`src/common/ctp_pkg.sv`:
```
// shared types and constants for the cascadable timer pairs
// assumes one core clock; control words arrive as plain ports, no bus
package ctp_pkg;

  localparam int CTP_NUM_TIMERS = 4;
  localparam int CTP_NUM_PAIRS  = 2;
  localparam int CTP_CNT_W      = 16;
  localparam int CTP_PSC_W      = 8;

  // prescale select codes
  localparam logic [1:0] CTP_PS_DIV1   = 2'h0;
  localparam logic [1:0] CTP_PS_DIV8   = 2'h1;
  localparam logic [1:0] CTP_PS_DIV64  = 2'h2;
  localparam logic [1:0] CTP_PS_DIV256 = 2'h3;

  // prescale terminal counts (ratio minus one)
  localparam logic [CTP_PSC_W-1:0] CTP_PSC_LIM1   = 8'h00;
  localparam logic [CTP_PSC_W-1:0] CTP_PSC_LIM8   = 8'h07;
  localparam logic [CTP_PSC_W-1:0] CTP_PSC_LIM64  = 8'h3f;
  localparam logic [CTP_PSC_W-1:0] CTP_PSC_LIM256 = 8'hff;
  localparam logic [CTP_PSC_W-1:0] CTP_PSC_RST    = 8'h00;

  localparam logic [CTP_CNT_W-1:0] CTP_CNT_RST = 16'h0000;
  localparam logic [CTP_CNT_W-1:0] CTP_CNT_ONE = 16'h0001;
  localparam logic [CTP_CNT_W-1:0] CTP_CNT_MAX = 16'hffff;

  // per-timer control word; cascade is honoured on lower timers only
  typedef struct packed {
    logic       on;
    logic       stop_in_idle;
    logic       gate;
    logic [1:0] prescale;
    logic       cascade;
    logic       clk_src;
  } ctp_ctrl_t;

  // event pulses toward dma, adc and capture/compare units
  typedef struct packed {
    logic [3:0] dma_req;
    logic       adc_trig;
    logic [1:0] tbase_tick;
  } ctp_evt_t;

  localparam ctp_evt_t CTP_EVT_RST = '0;

endpackage : ctp_pkg

```
`src/hdl/ctp_timer_pairs.sv`:
```
// two cascadable pairs of 16-bit timers with flags and event pulses
// assumes pins synchronous to core_clk_i; ce_i low freezes all state
`timescale 1ns/10ps

module ctp_timer_pairs
  import ctp_pkg::*;
(
  input  wire logic                      core_clk_i,  // 250 MHz core clock
  input  wire logic                      rstn_i,      // async reset, low
  input  wire logic                      ce_i,        // clock enable
  input  wire logic                      idle_i,      // device in idle
  input  wire logic                      sleep_i,     // device in sleep
  input  wire ctp_ctrl_t [3:0]           ctrl_i,      // control words
  input  wire logic [3:0][CTP_CNT_W-1:0] period_i,    // period values
  input  wire logic [3:0]                ext_clk_i,   // external clock pins
  input  wire logic [3:0]                gate_i,      // gate pins
  input  wire logic [3:0]                flag_clr_i,  // write zero to flag
  output logic [3:0]                     irq_flag_o,  // sticky flags
  output logic [3:0][CTP_CNT_W-1:0]      count_o,     // counter values
  output ctp_evt_t                       evt_o        // event pulses
);

  // edge detection registers for pins
  logic [3:0] ext_q;
  logic [3:0] gate_q;
  logic [3:0] ext_rise;
  logic [3:0] gate_fall;

  // per-timer derived signals
  logic [3:0] run;
  logic [3:0] int_ok;
  logic [3:0] raw_tick;
  logic [3:0] psc_hit;
  logic [3:0] gate_end;
  logic [3:0] match;
  logic [3:0] flag_set;

  logic [CTP_PSC_W-1:0] psc_q   [4];
  logic [CTP_PSC_W-1:0] psc_d   [4];
  logic [CTP_PSC_W-1:0] psc_lim [4];
  logic [CTP_CNT_W-1:0] cnt_q   [4];
  logic [CTP_CNT_W-1:0] cnt_d   [4];
  logic [3:0]           flag_q;
  logic [3:0]           flag_d;
  ctp_evt_t             evt_q;
  ctp_evt_t             evt_d;

  assign ext_rise  = ext_clk_i & ~ext_q;
  assign gate_fall = ~gate_i & gate_q;

  always_ff @(posedge core_clk_i or negedge rstn_i) begin
    if (!rstn_i) begin
      ext_q  <= 4'h0;
      gate_q <= 4'h0;
    end else if (ce_i) begin
      ext_q  <= ext_clk_i;
      gate_q <= gate_i;
    end
  end

  // ---------------------------------------------------------------
  // per-timer clock source, gate and prescaler
  // ---------------------------------------------------------------
  for (genvar t = 0; t < CTP_NUM_TIMERS; t++) begin : g_tmr

    // idle halts only when stop_in_idle is set
    assign run[t] = ctrl_i[t].on
                  & ~(idle_i & ctrl_i[t].stop_in_idle);

    // internal clock stops in sleep; external source keeps going
    assign int_ok[t] = ~sleep_i
                     & (~ctrl_i[t].gate | gate_i[t]);

    // external edges are sampled on core_clk_i: sync counter only
    assign raw_tick[t] = run[t]
                       & (ctrl_i[t].clk_src ? ext_rise[t]
                                            : int_ok[t]);

    assign psc_lim[t] = (ctrl_i[t].prescale == CTP_PS_DIV256) ? CTP_PSC_LIM256 :
                        (ctrl_i[t].prescale == CTP_PS_DIV64)  ? CTP_PSC_LIM64  :
                        (ctrl_i[t].prescale == CTP_PS_DIV8)   ? CTP_PSC_LIM8   :
                                                                CTP_PSC_LIM1;

    assign psc_hit[t] = raw_tick[t] & (psc_q[t] == psc_lim[t]);

    assign psc_d[t] = ~run[t]     ? CTP_PSC_RST :
                      psc_hit[t]  ? CTP_PSC_RST :
                      raw_tick[t] ? CTP_PSC_W'(psc_q[t] + 8'h01) :
                                    psc_q[t];

    // end of a gated accumulation window
    assign gate_end[t] = run[t] & ~ctrl_i[t].clk_src
                       & ctrl_i[t].gate & gate_fall[t];

    // set wins over software clear
    assign flag_d[t] = flag_set[t] | (flag_q[t] & ~flag_clr_i[t]);

    always_ff @(posedge core_clk_i or negedge rstn_i) begin
      if (!rstn_i) begin
        psc_q[t] <= CTP_PSC_RST;
        cnt_q[t] <= CTP_CNT_RST;
      end else if (ce_i) begin
        psc_q[t] <= psc_d[t];
        cnt_q[t] <= cnt_d[t];
      end
    end

    assign count_o[t] = cnt_q[t];

  end : g_tmr

  // ---------------------------------------------------------------
  // pair logic: split or cascaded
  // ---------------------------------------------------------------
  for (genvar p = 0; p < CTP_NUM_PAIRS; p++) begin : g_pair

    localparam int LO = 2 * p;
    localparam int HI = 2 * p + 1;

    logic cas;
    logic lo_eq;
    logic hi_eq;
    logic lo_carry;
    logic m32;
    logic m16_lo;
    logic m16_hi;
    logic lo_wrap;
    logic hi_wrap;
    logic hi_inc;

    // only the lower control word selects cascade
    assign cas = ctrl_i[LO].cascade;

    assign lo_eq    = cnt_q[LO] == period_i[LO];
    assign hi_eq    = cnt_q[HI] == period_i[HI];
    assign lo_carry = cnt_q[LO] == CTP_CNT_MAX;

    // 32-bit compare of {upper, lower} on the lower timer's tick
    assign m32    = cas & psc_hit[LO] & lo_eq & hi_eq;
    assign m16_lo = ~cas & psc_hit[LO] & lo_eq;
    assign m16_hi = ~cas & psc_hit[HI] & hi_eq;

    assign lo_wrap = cas ? m32 : m16_lo;
    assign hi_wrap = cas ? m32 : m16_hi;

    // upper advances on lower carry when cascaded
    assign hi_inc = cas ? (psc_hit[LO] & lo_carry)
                        : psc_hit[HI];

    assign cnt_d[LO] = ~psc_hit[LO] ? cnt_q[LO] :
                       lo_wrap      ? CTP_CNT_RST :
                                      CTP_CNT_W'(cnt_q[LO] + CTP_CNT_ONE);

    assign cnt_d[HI] = hi_wrap ? CTP_CNT_RST :
                       hi_inc  ? CTP_CNT_W'(cnt_q[HI] + CTP_CNT_ONE) :
                                 cnt_q[HI];

    // cascaded match reports through the upper flag only
    assign match[LO] = m16_lo;
    assign match[HI] = hi_wrap;

    assign flag_set[LO] = m16_lo | (~cas & gate_end[LO]);
    assign flag_set[HI] = hi_wrap
                        | (cas ? gate_end[LO] : gate_end[HI]);

  end : g_pair

  // ---------------------------------------------------------------
  // flags and event pulses
  // ---------------------------------------------------------------
  assign evt_d.dma_req    = match;
  assign evt_d.adc_trig   = match[1] | match[3];
  assign evt_d.tbase_tick = match[1:0];

  always_ff @(posedge core_clk_i or negedge rstn_i) begin
    if (!rstn_i) begin
      flag_q <= 4'h0;
      evt_q  <= CTP_EVT_RST;
    end else if (ce_i) begin
      flag_q <= flag_d;
      evt_q  <= evt_d;
    end
  end

  assign irq_flag_o = flag_q;
  assign evt_o      = evt_q;

endmodule : ctp_timer_pairs

```
`config.mk`:
```
export PLATFORM = sky130hd
export DESIGN_NAME = ctp_timer_pairs
export DESIGN_NICKNAME = d
export VERILOG_FILES = /design/src/common/ctp_pkg.sv /design/src/hdl/ctp_timer_pairs.sv
export SDC_FILE = /design/constraint.sdc
export NUM_CORES = 1
export LEC_CHECK = 0
export BUFFER_PORTS_ARGS = -buffer_cell sky130_fd_sc_hd__buf_2
export CAP_MARGIN = 20
export CORE_MARGIN = 2
export CORE_UTILIZATION = 58
export CTS_CLUSTER_SIZE = 24
export DETAILED_ROUTE_END_ITERATION = 6
export PLACE_DENSITY = 0.87
export SLEW_MARGIN = 20
export SYNTH_ARGS = -nofsm -noshare
export SYNTH_HDL_FRONTEND = slang
export SYNTH_SLANG_ARGS = --single-unit
```
`constraint.sdc`:
```
create_clock -name core_clk_i -period 7.14 [get_ports core_clk_i]
set_input_delay 0.714 -clock core_clk_i [delete_from_list [all_inputs] [get_ports core_clk_i]]
set_output_delay 0.714 -clock core_clk_i [all_outputs]
set_load 0.005 [all_outputs]
```
After elaboration in Yosys (flattened, before gate mapping)

Cells that the tools add are included.

Reduce and logical (&&, ||, !) cells: 10
Multiplexer cells: 42
Bitwise logic cells: 90
$add $sub $neg: 8
Eq/ne operators: 26

Operator list:

| operator              | count |
|---|---|
| $mux 8                | 16 |
| $mux 16               | 6 |
| $add 16x1->16 const B | 4 |
| $eq 16x16->1          | 4 |
| $and 1x1->1           | 54 |
| $add 8x1->8 const B   | 4 |
| $eq 16x16->1 const B  | 2 |
| $eq 8x8->1            | 4 |
| $mux 6                | 4 |
| $not 1->1             | 19 |
| $eq 2x2->1 const B    | 8 |
| $reduce_and 2->1      | 8 |
| $or 1x1->1            | 13 |
| $mux 1                | 12 |
| $mux 3                | 4 |
| $ne 3x1->1 const B    | 4 |
| $and 4x4->4           | 2 |
| $eq 2x1->1 const B    | 4 |
| $not 4->4             | 2 |
| $reduce_bool 2->1     | 2 |

Register bits: 115

Logic depth before layout (Yosys ltp)

Word-level depth: 12
Mapped depth: 9

Worst setup path after synthesis

Ideal clock, no wire load.

Path type: input to register
Start: in ctrl_i[2] in the netlist's numbering
End: reg cnt_q (netlist bit count_o[21])
Buffers on the path: 2
Data arrival time: 2706 ps
Required time: 7011 ps
Cell stages on the path: 9
Setup time: 129 ps
Slack: 4304 ps
Cell sequence: or4_1 > a221oi_2 > and3_1 > buf_2 > nand2_1 > o31a_1 > buf_2 > a22oi_1 > o31ai_1

Cells in the longest elaborated chain, start to end: 12

RTL lines:

| item                            | line                   | RTL |
|---|---|---|
| from (decl)                     | ctp_timer_pairs.sv:13  | `input wire ctp_ctrl_t [3:0] ctrl_i,` |
| $eq 2x1->1                      | ctp_timer_pairs.sv:81  | `(ctrl_i[t].prescale == CTP_PS_DIV8) ? CTP_PSC_LIM8 :` |
| $mux 3                          | ctp_timer_pairs.sv:81  |  |
| $mux 6                          | ctp_timer_pairs.sv:80  | `(ctrl_i[t].prescale == CTP_PS_DIV64) ? CTP_PSC_LIM64 :` |
| $mux 8 *                        | ctp_timer_pairs.sv:79  | `assign psc_lim[t] = (ctrl_i[t].prescale == CTP_PS_DIV256) ? CTP_PSC_LIM256 :` |
| $eq 8x8->1 *                    | ctp_timer_pairs.sv:84  | `assign psc_hit[t] = raw_tick[t] & (psc_q[t] == psc_lim[t]);` |
| $and 1x1->1 *                   | ctp_timer_pairs.sv:84  |  |
| $and 1x1->1 (3 in a row)        | ctp_timer_pairs.sv:139 | `assign m32 = cas & psc_hit[LO] & lo_eq & hi_eq;` |
| $mux 1                          | ctp_timer_pairs.sv:144 | `assign hi_wrap = cas ? m32 : m16_hi;` |
| $reduce_bool 2->1 (no line)     | -                      |  |
| $reduce_and 2->1 (no line)      | -                      |  |
| to (signal, indexed assignment) | ctp_timer_pairs.sv:104 | `cnt_q[t] <= cnt_d[t];` |
| to (decl)                       | ctp_timer_pairs.sv:41  | `logic [CTP_CNT_W-1:0] cnt_q [4];` |

Mark *: on every way between the ends. The rest lies on a longest branch, timed or not.
A chain may end at the register's enable or synchronous reset.

Final worst setup path

Start: reg cnt_q (netlist bit count_o[14])
End: reg cnt_q (netlist bit count_o[10])

Cells in the longest elaborated chain, start to end: 5

RTL lines:

| item                     | line                   | RTL |
|---|---|---|
| $eq 16x16->1 *           | ctp_timer_pairs.sv:134 | `assign lo_eq = cnt_q[LO] == period_i[LO];` |
| $and 1x1->1 (2 in a row) | ctp_timer_pairs.sv:139 |  |
| $mux 1 *                 | ctp_timer_pairs.sv:143 | `assign lo_wrap = cas ? m32 : m16_lo;` |
| $mux 16 *                | ctp_timer_pairs.sv:151 | `lo_wrap ? CTP_CNT_RST :` |

Marked as above.

==> Implementation_results.wiki <==
{| class="wikitable"
! Metric !! Value
|-
| DR WL met3 || 1070 um
|-
| Cell-internal power || 1.26 mW
|-
| Topmost layer with routed signal wires || met4
|-
| Gpl congestion || 0.837
|-
| Clock-pin slew reported for the worst setup and hold paths after clock tree synthesis || 0.05 ns
|-
| Total power divided by cell area || 192 nW/um2
|-
| Post-synth cell types || 60
|-
| Per-instance average area after synthesis || 8.53 um2
|-
| Predominant post-synthesis flop cell || dfrtp_1
|-
| Pin count of the biggest net entering global routing || 62
|-
| Worst hold slack || 0.327 ns
|-
| Final critical-path share of the clock period || 41.9%
|-
| Filler cell count in the final layout || 939
|-
| Length of the first detailed-routing pass in iterations || 5
|-
| Area of the core || 12,000 um2
|-
| DRC || 0
|-
| Fraction of the mapped netlist area in adder cells || 1.40%
|-
| IO buf count || 181
|-
| Synth Net Count || 956
|-
| Per-cell via count in the routed design || 5.96
|-
| Unrepaired setup endpoints after global routing || no
|-
| Number of antenna repair diodes || 0
|-
| Total routing usage reported by global routing || 28.5%
|-
| Max-Cap Viols || 0
|-
| DIE WIDTH || 115 um
|-
| Yosys top cell by area || dfrtp_1
|-
| Pleak || 3.99 nW
|-
| ANT nets after route || 0
|-
| Root Buffer Master || clkbuf_16
|-
| Total area of multi-input combinational cells || 4120 um2
|-
| Max-slew headroom || 32.4%
|-
| Transition at the pin with the smallest max-transition slack || 1.00 ns
|-
| Quantity of gates resized following cts || 0
|-
| Clock tree from TritonCTS || yes
|-
| Final net count || 1,129
|-
| Count of yosys warnings during synthesis || 0
|-
| Register cell area after layout || 2830 um2
|-
| Simple-gate area share of the yosys netlist || 28.4%
|-
| Final routed wire length divided by cell count || 15.7 um
|-
| Combinational family with the most area after synthesis || simple AND/OR/NAND/NOR gates
|-
| Vias in the first global route || 6,376
|-
| Post-synthesis share of cell area spent on xor and xnor gates || 11.0%
|-
| Number of hold buffers added after cts || 0
|-
| Total clock buffers created by CTS || 17
|-
| Total grt overflow || 0
|-
| Share of the synthesized area in the top cell type || 39.5%
|-
| Antenna violations before repair || 0
|-
| Clk network pwr share || 47.8%
|-
| Number of cells produced by synthesis || 839
|-
| # placed instances || 1,140
|-
| Detailed Route WL || 18,300 um
|-
| Half-perimeter wire length after placement || 13,400 um
|-
| Overall via count from detail_route || 6,983
|-
| Initial DRC count || 500
|-
| Worst R2R Setup Slack || 4.15 ns
|-
| Initial Utilization || 59.6%
|-
| Non-filler instance count after layout || 1,171
|-
| Yosys reg bits || 113
|-
| TritonCTS Sinks || 113
|-
| Proportion of synthesized area in mux cells || 1.24%
|-
| Post-synth EDFFs || 0
|-
| Final Hold Violating Endpoints || 0
|-
| Status || finished clean
|-
| Maximum level of the CTS H-tree || 4
|-
| IR drop worst, VDD || 0.000131 V
|-
| Post CTS Setup Buffer Count || 0
|-
| Relative contribution of combinational cells to total power || 10.5%
|-
| Number of buffers on the longest clock path || 2
|-
| Vertical die dimension || 115 um
|-
| Synth top area cells || dfrtp_1 (40%), xnor2_1 (6.2%), nand2_1 (5.2%), xor2_1 (4.8%), nand3_1 (4.5%)
|-
| Area of the die || 13,200 um2
|-
| Compound-gate portion of the synthesized area || 15.4%
|-
| Layout cell share with drive strength beyond 1 || 23.0%
|-
| Sort of element at the end of the critical path || flip-flop
|-
| Upper clock frequency limit || 0.334 GHz
|-
| Worst skew pair latency || 0.41 ns
|-
| Reported net switching power || 0.417 mW
|-
| Maximum fanout encountered on the critical timing path || 10
|-
| I/O pin count || 184
|-
| Wire length of the first global-routing pass || 30,100 um
|-
| Switching portion of total power || 24.9%
|-
| Synthesis-to-finish area growth || 21.8%
|-
| Detailed-routed wire length on met2 || 8900 um
|-
| Post-route met1 wirelength || 7830 um
|-
| Final max-slew violation count || 0
|-
| Num rows || 40
|-
| Post-layout utilization of the core || 72.6%
|-
| Worst Hold Class || in -> async
|-
| Crit path launch type || flip-flop
|-
| Required time at the worst-slack endpoint || 7.41 ns
|-
| Synthesized area || 7150 um2
|-
| Final setup fails || 0
|-
| Tmin final || 2.99 ns
|-
| Sequential-to-total area share from yosys stat || 39.5%
|-
| Total negative setup slack || 0 ns
|-
| Worst setup skew after layout || 0.00879 ns
|-
| Critical path type || reg -> reg
|-
| Endpoint arrival time on the critical path || 3.26 ns
|-
| Sequential fraction of design power || 41.8%
|-
| Share of synthesized flip-flops with an asynchronous set or reset || 100%
|}
[cells in the mapped netlist, drive strengths merged, types with 5 or more instances]
cell type / n
o211ai: 10
a21o: 9
xor2: 39
buf: 5
nand3: 65
a22oi: 6
a21oi: 14
inv: 20
xnor2: 51
mux2: 7
nor2b: 13
or4: 10
ha: 8
nand4: 30
or3: 16
or2: 5
clkbuf: 28
o21ai: 66
nand2b: 14
nand2: 100
and3: 18
and2: 14
nor2: 63
dfrtp: 113
o31ai: 19
nor3: 26
nor4: 14
and4: 6
[layout make-up]
cell class,instances,area share (%)
Multi-Input combinational cell,673,47.2
Timing Repair Buffer,187,10.9
Clock buffer,18,5.04
Inverter,20,0.861
Sequential cell,113,32.4
Clock inverter,13,1.38
Tap cell,147,2.11
[cell families (layout without fill, tap and decap cells)]
logic type                 after synthesis  after routing
DFF                                    113            113
buffers and inverters                   53            238
adders and majority gates                8              8
and+or+nand+nor                        401            401
xor gates and xnor gates                90             90
muxes                                    8              8
AOI/OAI and AO/OA                      166            166
[cells in the final DEF (no fill, tap or decap), types with 18 or more instances in the layout]
cell / n
buf_2: 180
dfrtp_1: 113
nand2_1: 100
nand3_1: 64
o21ai_0: 64
nor2_1: 63
xnor2_1: 51
xor2_1: 39
nand4_1: 30
nor3_1: 26
inv_1: 20
o31ai_1: 19
and3_1: 18
[power groups by stage]
stage,clock network (mW),registers [mW],logic [mW]
after floorplan,0,0.703,0.0970
after global placement,0,0.709,0.171
after detailed placement,0,0.711,0.176
after CTS,0.811,0.700,0.177
after global routing,0.840,0.705,0.200
final,0.801,0.701,0.175
[stage by stage]
step	area, um2	setup slack [ns]	power (mW)
after floorplan	7150	4.30	0.800
final	8710	4.15	1.68
after global routing	8710	3.93	1.74
after global placement	8160	3.90	0.880
after CTS	8710	4.22	1.69
after detailed placement	8160	3.83	0.887
[flip-flops by register name, indices dropped and copies added (netlist names)]
signal / flops
evt_o: 5
gate_q: 4
irq_flag_o: 4
psc_q: 32
count_o: 64
ext_q: 4
[worst max-delay path, cell delays in order (launching register included)]
cell	delay, ns
dfrtp_1	0.44
xnor2_1	0.22
nand4_1	0.13
nor4_1	0.77
o211ai_1	0.51
nor2_1	0.66
nor2_1	0.11
[final timing paths]
path / startpoint / to / cells past startpoint
setup reg to reg: count_o[14]$_DFFE_PN0P_ / count_o[10]$_DFFE_PN0P_ / 6
min in group core_clk_i: irq_flag_o[3]$_DFFE_PN0P_ / irq_flag_o[3]$_DFFE_PN0P_ / 1
hold / removal: rstn_i / count_o[35]$_DFFE_PN0P_ / 1
hold reg to reg: irq_flag_o[3]$_DFFE_PN0P_ / irq_flag_o[3]$_DFFE_PN0P_ / 1
max in group asynchronous: rstn_i / gate_q[2]$_DFFE_PN0P_ / 2
setup / recovery: count_o[14]$_DFFE_PN0P_ / count_o[10]$_DFFE_PN0P_ / 6
[routing by layer]
metal,vias up,GRT usage (%)
met2,265,47.6
met5,-,0
met3,41,5.69
met4,0,12.7
li1,3372,-
met1,3305,36.1
(Power assumes the default switching activity.)
